**src/hdl/gedp_pkg.sv**
```systemverilog
// constants, register map and field layout of the six-pin edge detecting port
package gedp_pkg;
   localparam int unsigned GEDP_PINS      = 6;
   localparam int unsigned GEDP_AW        = 8;
   localparam int unsigned GEDP_DW        = 24;

   // register offsets
   localparam logic [7:0]  GEDP_OFS_CTRL  = 8'h04;
   localparam logic [7:0]  GEDP_OFS_EDGE  = 8'h05;
   localparam logic [7:0]  GEDP_OFS_STAT  = 8'h06;

   // field positions (low bit of each six-bit field)
   localparam int unsigned GEDP_POS_HI    = 16;
   localparam int unsigned GEDP_POS_MID   = 8;
   localparam int unsigned GEDP_POS_LO    = 0;

   // reset values
   localparam logic [5:0]  GEDP_RST_FIELD = 6'h00;
   localparam logic [23:0] GEDP_RST_WORD  = 24'h000000;

   // two flip-flop stages before any logic sees a pin
   localparam int unsigned GEDP_SYNC_LEN  = 2;
endpackage : gedp_pkg

```
**src/hdl/gedp_pin_if.sv**
```systemverilog
// carrier between the register core and the pin edge detector
`timescale 1ns/1ns
`default_nettype none
interface gedp_pin_if;
   import gedp_pkg::*;
   logic [GEDP_PINS-1:0] pin_raw;
   logic [GEDP_PINS-1:0] pin_en;
   logic [GEDP_PINS-1:0] pin_dir;
   logic [GEDP_PINS-1:0] rise_en;
   logic [GEDP_PINS-1:0] fall_en;
   logic [GEDP_PINS-1:0] level;
   logic [GEDP_PINS-1:0] rise;
   logic [GEDP_PINS-1:0] fall;

   modport det (
      input  pin_raw,
      input  pin_en,
      input  pin_dir,
      input  rise_en,
      input  fall_en,
      output level,
      output rise,
      output fall
   );

   modport core (
      output pin_raw,
      output pin_en,
      output pin_dir,
      output rise_en,
      output fall_en,
      input  level,
      input  rise,
      input  fall
   );
endinterface : gedp_pin_if
`default_nettype wire

```
**src/hdl/gedp_top.sv**
```systemverilog
// six-pin general-purpose port with edge detection and read-to-clear status
`timescale 1ns/1ns
`default_nettype none
module gedp_top
   import gedp_pkg::*;
(
   input  wire logic [GEDP_AW-1:0]   reg_addr_i,
   input  wire logic                 reg_wr_i,
   input  wire logic [GEDP_DW-1:0]   reg_wdata_i,
   input  wire logic                 reg_rd_i,
   output var  logic [GEDP_DW-1:0]   reg_rdata_o,
   output var  logic                 reg_rvalid_o,
   input  wire logic [GEDP_PINS-1:0] pin_in_i,
   output var  logic [GEDP_PINS-1:0] pin_out_o,
   output var  logic [GEDP_PINS-1:0] pin_oe_o,
   input  wire logic                 ref_clk_i,
   input  wire logic                 srst_i
);
   // address match, shared by write and read decode
   function automatic logic gedp_hit(input logic [GEDP_AW-1:0] addr, input logic [7:0] ofs);
      gedp_hit = (addr == ofs);
   endfunction : gedp_hit

   gedp_pin_if pif ();

   logic [GEDP_PINS-1:0] pin_en;
   logic [GEDP_PINS-1:0] pin_dir;
   logic [GEDP_PINS-1:0] output_level_bits;
   logic [GEDP_PINS-1:0] rise_detect_enable;
   logic [GEDP_PINS-1:0] fall_detect_enable;
   logic [GEDP_PINS-1:0] rise_seen_flags;
   logic [GEDP_PINS-1:0] fall_seen_flags;

   gedp_edge_detect u_det (
      .ref_clk_i (ref_clk_i),
      .srst_i    (srst_i),
      .pif       (pif)
   );

   // configuration out to the detector, raw pins in
   assign pif.pin_raw = pin_in_i;
   assign pif.pin_en  = pin_en;
   assign pif.pin_dir = pin_dir;
   assign pif.rise_en = rise_detect_enable;
   assign pif.fall_en = fall_detect_enable;

   // register decode
   wire hit_ctrl  = gedp_hit(reg_addr_i, GEDP_OFS_CTRL);
   wire hit_edge  = gedp_hit(reg_addr_i, GEDP_OFS_EDGE);
   wire hit_stat  = gedp_hit(reg_addr_i, GEDP_OFS_STAT);
   wire wr_ctrl   = reg_wr_i & hit_ctrl;
   wire wr_edge   = reg_wr_i & hit_edge;
   wire rd_stat   = reg_rd_i & hit_stat;

   // assembled read words; reserved bits read zero
   wire [GEDP_DW-1:0] word_ctrl = {2'h0, pin_en, 2'h0, pin_dir, 2'h0, output_level_bits};
   wire [GEDP_DW-1:0] word_edge = {2'h0, rise_detect_enable, 2'h0, fall_detect_enable, 8'h00};
   wire [GEDP_DW-1:0] word_stat = {2'h0, rise_seen_flags, 2'h0, fall_seen_flags, 2'h0, pif.level};
   wire [GEDP_DW-1:0] rd_word   = hit_ctrl ? word_ctrl :
                                  hit_edge ? word_edge :
                                  hit_stat ? word_stat : GEDP_RST_WORD;   // unmapped reads zero

   // read clears, but an edge in the same cycle is kept: set wins
   wire [GEDP_PINS-1:0] next_rise = (rise_seen_flags & {GEDP_PINS{~rd_stat}}) | pif.rise;
   wire [GEDP_PINS-1:0] next_fall = (fall_seen_flags & {GEDP_PINS{~rd_stat}}) | pif.fall;

   // pin drive: only enabled output pins drive
   wire [GEDP_PINS-1:0] next_oe  = pin_en & pin_dir;
   wire [GEDP_PINS-1:0] next_out = next_oe & output_level_bits;

   // control register
   always_ff @(posedge ref_clk_i) begin
      if (srst_i) begin
         pin_en            <= GEDP_RST_FIELD;
         pin_dir           <= GEDP_RST_FIELD;
         output_level_bits <= GEDP_RST_FIELD;
      end else if (wr_ctrl) begin
         pin_en            <= reg_wdata_i[GEDP_POS_HI +: GEDP_PINS];
         pin_dir           <= reg_wdata_i[GEDP_POS_MID +: GEDP_PINS];
         output_level_bits <= reg_wdata_i[GEDP_POS_LO +: GEDP_PINS];
      end
   end

   // edge detect enable register
   always_ff @(posedge ref_clk_i) begin
      if (srst_i) begin
         rise_detect_enable <= GEDP_RST_FIELD;
         fall_detect_enable <= GEDP_RST_FIELD;
      end else if (wr_edge) begin
         rise_detect_enable <= reg_wdata_i[GEDP_POS_HI +: GEDP_PINS];
         fall_detect_enable <= reg_wdata_i[GEDP_POS_MID +: GEDP_PINS];
      end
   end

   // sticky seen flags
   always_ff @(posedge ref_clk_i) begin
      if (srst_i) begin
         rise_seen_flags <= GEDP_RST_FIELD;
         fall_seen_flags <= GEDP_RST_FIELD;
      end else begin
         rise_seen_flags <= next_rise;
         fall_seen_flags <= next_fall;
      end
   end

   // read answer registered one cycle after the strobe
   always_ff @(posedge ref_clk_i) begin
      if (srst_i) begin
         reg_rdata_o  <= GEDP_RST_WORD;
         reg_rvalid_o <= 1'b0;
      end else begin
         reg_rdata_o  <= reg_rd_i ? rd_word : GEDP_RST_WORD;
         reg_rvalid_o <= reg_rd_i;
      end
   end

   // pad drive registered so pins never glitch on decode
   always_ff @(posedge ref_clk_i) begin
      if (srst_i) begin
         pin_oe_o  <= GEDP_RST_FIELD;
         pin_out_o <= GEDP_RST_FIELD;
      end else begin
         pin_oe_o  <= next_oe;
         pin_out_o <= next_out;
      end
   end
endmodule : gedp_top
`default_nettype wire

```
**src/hdl/gedp_edge_detect.sv**
```systemverilog
// per-pin synchroniser, edge detector and enable/direction gating
`timescale 1ns/1ns
`default_nettype none
module gedp_edge_detect
   import gedp_pkg::*;
(
   input  wire logic  ref_clk_i,
   input  wire logic  srst_i,
   gedp_pin_if.det    pif
);
   genvar g;
   generate
      for (g = 0; g < GEDP_PINS; g = g + 1) begin : g_pin
         logic meta;
         logic sync;
         logic prev;
         wire  listen;

         // meta feeds only sync; prev holds the last settled level
         always_ff @(posedge ref_clk_i) begin
            if (srst_i) begin
               meta <= 1'b0;
               sync <= 1'b0;
               prev <= 1'b0;
            end else begin
               meta <= pif.pin_raw[g];
               sync <= meta;
               prev <= sync;
            end
         end

         // only enabled input pins are observed
         assign listen        = pif.pin_en[g] & ~pif.pin_dir[g];
         assign pif.level[g]  = sync & listen;
         assign pif.rise[g]   = sync & ~prev & listen & pif.rise_en[g];
         assign pif.fall[g]   = ~sync & prev & listen & pif.fall_en[g];
      end
   endgenerate
endmodule : gedp_edge_detect
`default_nettype wire

```
**config.mk**
```make
export PLATFORM = sky130hd
export DESIGN_NAME = gedp_top
export DESIGN_NICKNAME = d
export VERILOG_FILES = /design/src/hdl/gedp_pkg.sv /design/src/hdl/gedp_pin_if.sv /design/src/hdl/gedp_top.sv /design/src/hdl/gedp_edge_detect.sv
export SDC_FILE = /design/constraint.sdc
export NUM_CORES = 1
export LEC_CHECK = 0
export BUFFER_PORTS_ARGS = -buffer_cell sky130_fd_sc_hd__buf_2
export CAP_MARGIN = 20
export CORE_AREA = 4 4 131 95
export DETAILED_ROUTE_END_ITERATION = 8
export DIE_AREA = 0 0 135 99
export GPL_TIMING_DRIVEN = 0
export PLACE_DENSITY = 0.55
export SETUP_SLACK_MARGIN = 0.3
export SLEW_MARGIN = 20
export SYNTH_ARGS = -nofsm -noshare
export SYNTH_HDL_FRONTEND = slang
export SYNTH_SLANG_ARGS = --single-unit
```
**constraint.sdc**
```tcl
create_clock -name ref_clk_i -period 2.43 [get_ports ref_clk_i]
set_input_delay 0.243 -clock ref_clk_i [delete_from_list [all_inputs] [get_ports ref_clk_i]]
set_output_delay 0.243 -clock ref_clk_i [all_outputs]
set_load 0.02 [all_outputs]
```
==> flow_summary.ini <==
[placed_design]
dpl.hpwl_mm = 6.45
routabilityCongestion = 0.779
portBuffers = 64

[setup_path]
arrival_ns = 1.58
worstPathRequired_ns = 2.64
critPathKind = input pin to flop
cp_max_fo = 10
critPathCaptureType = flop
start_kind = input pin

[detailed_routing]
drc_errors = 0
wl_per_cell_um = 15.9
avgViaCountPerCell = 4.46
vias = 2577
drtAntennaViolNets = 0
drtIter0Drc = 108
routed_wirelength_mm = 9.22
drt-pass1-iter-count = 4

[synth]
synth_seq_cells = 91
postSynthCellCount = 340
synthAdderAreaFrac_pct = 0
synth_top_family_by_area = simple AND/OR/NAND/NOR gates
synth-seq-area-share_pct = 51.9
yosysWarnings = 0
muxShareOfSynthArea_pct = 12.0
synth_xor_area_share_pct = 0
netlist_top_cells_area = dfxtp_1, mux2i_1, nand2b_1
synth_area_leader_cell = dfxtp_1
synth_top_cell_area_share_pct = 51.9
synth-compound-area-share_pct = 6.31
synth_cell_type_count = 28
syn_avg_cell_area_um2 = 10.3
syn_area_um2 = 3510
yosys.area_share.simple_pct = 25.1

[die]
core_um2 = 11000
dieWidth_um = 135
core.rowCount = 32
start_util_pct = 31.9
die_area_um2 = 13400
io_pins = 79
die_y_um = 99

[flow_run]
max-cap-violations = 0

[clocking]
numCtsBuffers = 9
cts.clk_slew.worst_paths_ns = 0.06
cts_max_level = 3
ctsResizeCount = 0
cts_hold_buf = 0
root_buffer = clkbuf_16
cts.sink_count = 91
clockBufferDepth = 2
clk-insertion-delay-late_ns = 0.34
cts_tree = built
post_cts_buffers = 0

[sta]
slew_headroom_pct = 56.6
rsz0062_at_grt = false
min_period_ns = 1.37
period_share_pct = 56.5
fmax_ghz = 0.729
finalClockSkew_ns = 0.00559
worstMarginPinSlew_ns = 0.652
drv_slew = 0
setup_viol = 0
tns_ns = 0
hold_viol_final = 0

[pwr]
power_report.internal_total_mw = 2.50
leakagePower_nw = 1.79
cellPowerDensity_nw_per_um2 = 722
p_sw_mw = 0.650
ir_worst_vdd_v = 0.000376
p_clk_share_pct = 47.1
switching_share_pct = 20.6
power_frac_comb_pct = 4.9
seqPwrFrac_pct = 48.0
totalPowerFinal_mw = 3.15

[grt]
grt_usage_pct = 14.6
grt_max_degree = 15
grt_pass1_wl_mm = 14.6
antenna_found_initial = 0
grt_pass1_vias = 2646
grt_overflow = 0

[final_layout]
area_growth_pct = 24.2
diodes = 0
nets = 462
nFillCells = 1094
drive_gt1_share_pct = 26.1

[status]
outcome = completed

[worst_hold_path]
hp-class = input pin to flop
-- per-stage QoR --
step	cells	util, %	setup WS, ns	area, µm²	hold WS [ns]
after floorplan	345	-	1.11	3530	0.338
after global placement	562	36.7	0.710	4040	0.420
after detailed placement	562	36.7	0.703	4040	0.421
after CTS	578	39.6	1.05	4360	0.0962
after global routing	578	39.6	0.899	4360	0.105
final	578	39.6	1.06	4360	0.107
-- worst max-delay path, stage by stage --
cell and delay [ns]:
buf_2 0.14, clkbuf_1 0.37, clkbuf_1 0.52, nand2b_1 0.23, mux2i_1 0.08
-- state kept, by name (all words and copies together), names as in the netlist --
name                flops
pif.pin_dir             6
u_det.g_pin.meta        6
rise_seen_flags         6
fall_detect_enable      6
output_level_bits       6
pif.rise_en             6
pif.pin_en              6
fall_seen_flags         6
pin_out_o               6
u_det.g_pin.sync        6
reg_rvalid_o            1
reg_rdata_o            18
u_det.g_pin.prev        6
pin_oe_o                6
-- power by group through the flow --
stage	clock network (mW)	logic [mW]	registers, mW
floorplan	0	0.0868	1.54
global placement	0	0.155	1.54
detailed placement	0	0.155	1.54
CTS	1.52	0.156	1.51
global route	1.57	0.170	1.51
finish	1.48	0.155	1.51
-- cells in the mapped netlist (all sizes together) --
master,count
a32o,6
nor2b,34
a22o,6
buf,14
conb,1
nand3,9
a41oi,1
nand4,1
inv,6
mux2i,42
and2,6
or2,12
nand2,13
nor2,6
a21oi,18
nor3b,5
and3,2
nor4b,1
clkbuf,10
nor3,2
nand2b,53
and4,1
dfxtp,91
-- cell type report --
cell class / count / area (µm²) / share of cell area [%]
Sequential cell: 91 / 1820 / 41.8
Multi-Input combinational cell: 224 / 1540 / 35.4
Timing Repair Buffer: 64 / 320 / 7.35
Clock buffer: 12 / 246 / 5.65
Tap cell: 153 / 191 / 4.39
Buffer: 24 / 140 / 3.21
Clock inverter: 4 / 73.8 / 1.69
Inverter: 6 / 22.5 / 0.516
-- layout by cell type (no fill, tap or decap) --
cell	count
dfxtp_1	91
buf_2	68
nand2b_1	53
mux2i_1	42
nor2b_1	34
a21oi_1	18
nand2_1	13
clkbuf_1	12
or2_2	12
nand3_1	9
clkbuf_16	9
buf_4	8
nor2_1	6
and2_1	6
a32o_1	6
inv_1	6
conb_1	6
nor3b_1	5
a22o_1	4
buf_6	2
a22o_2	2
bufinv_16	2
nor4b_4	1
and3_1	1
nor3_2	1
and3_2	1
and4_2	1
a41oi_2	1
nand4_1	1
nor3_1	1
clkbuf_8	1
clkinv_2	1
clkinv_4	1
-- cell families (layout without fill, tap and decap cells) --
group,count (synthesis),after routing
other cells,1,6
simple gates,145,145
buf+inv,30,110
mux,42,42
flops,91,91
compound gates,31,31
-- layer usage --
metal	GRT usage, %	routed length, µm
met5	0	0
met4	3.72	87
met3	4.49	568
met2	21.2	3800
met1	21.2	4760
-- worst paths after layout --
check | to | slack (ns) | cells past startpoint | startpoint
setup / recovery | pif.pin_en[3] | 1.06 | 5 | srst_i
hold / removal | u_det.g_pin[4].meta | 0.11 | 2 | pin_in_i[4]
setup reg to reg | reg_rdata_o[8] | 1.38 | 3 | pif.pin_dir[0]
hold reg to reg | u_det.g_pin[3].sync | 0.43 | 1 | u_det.g_pin[3].meta
No activity file was read; power rests on OpenSTA's default activity.
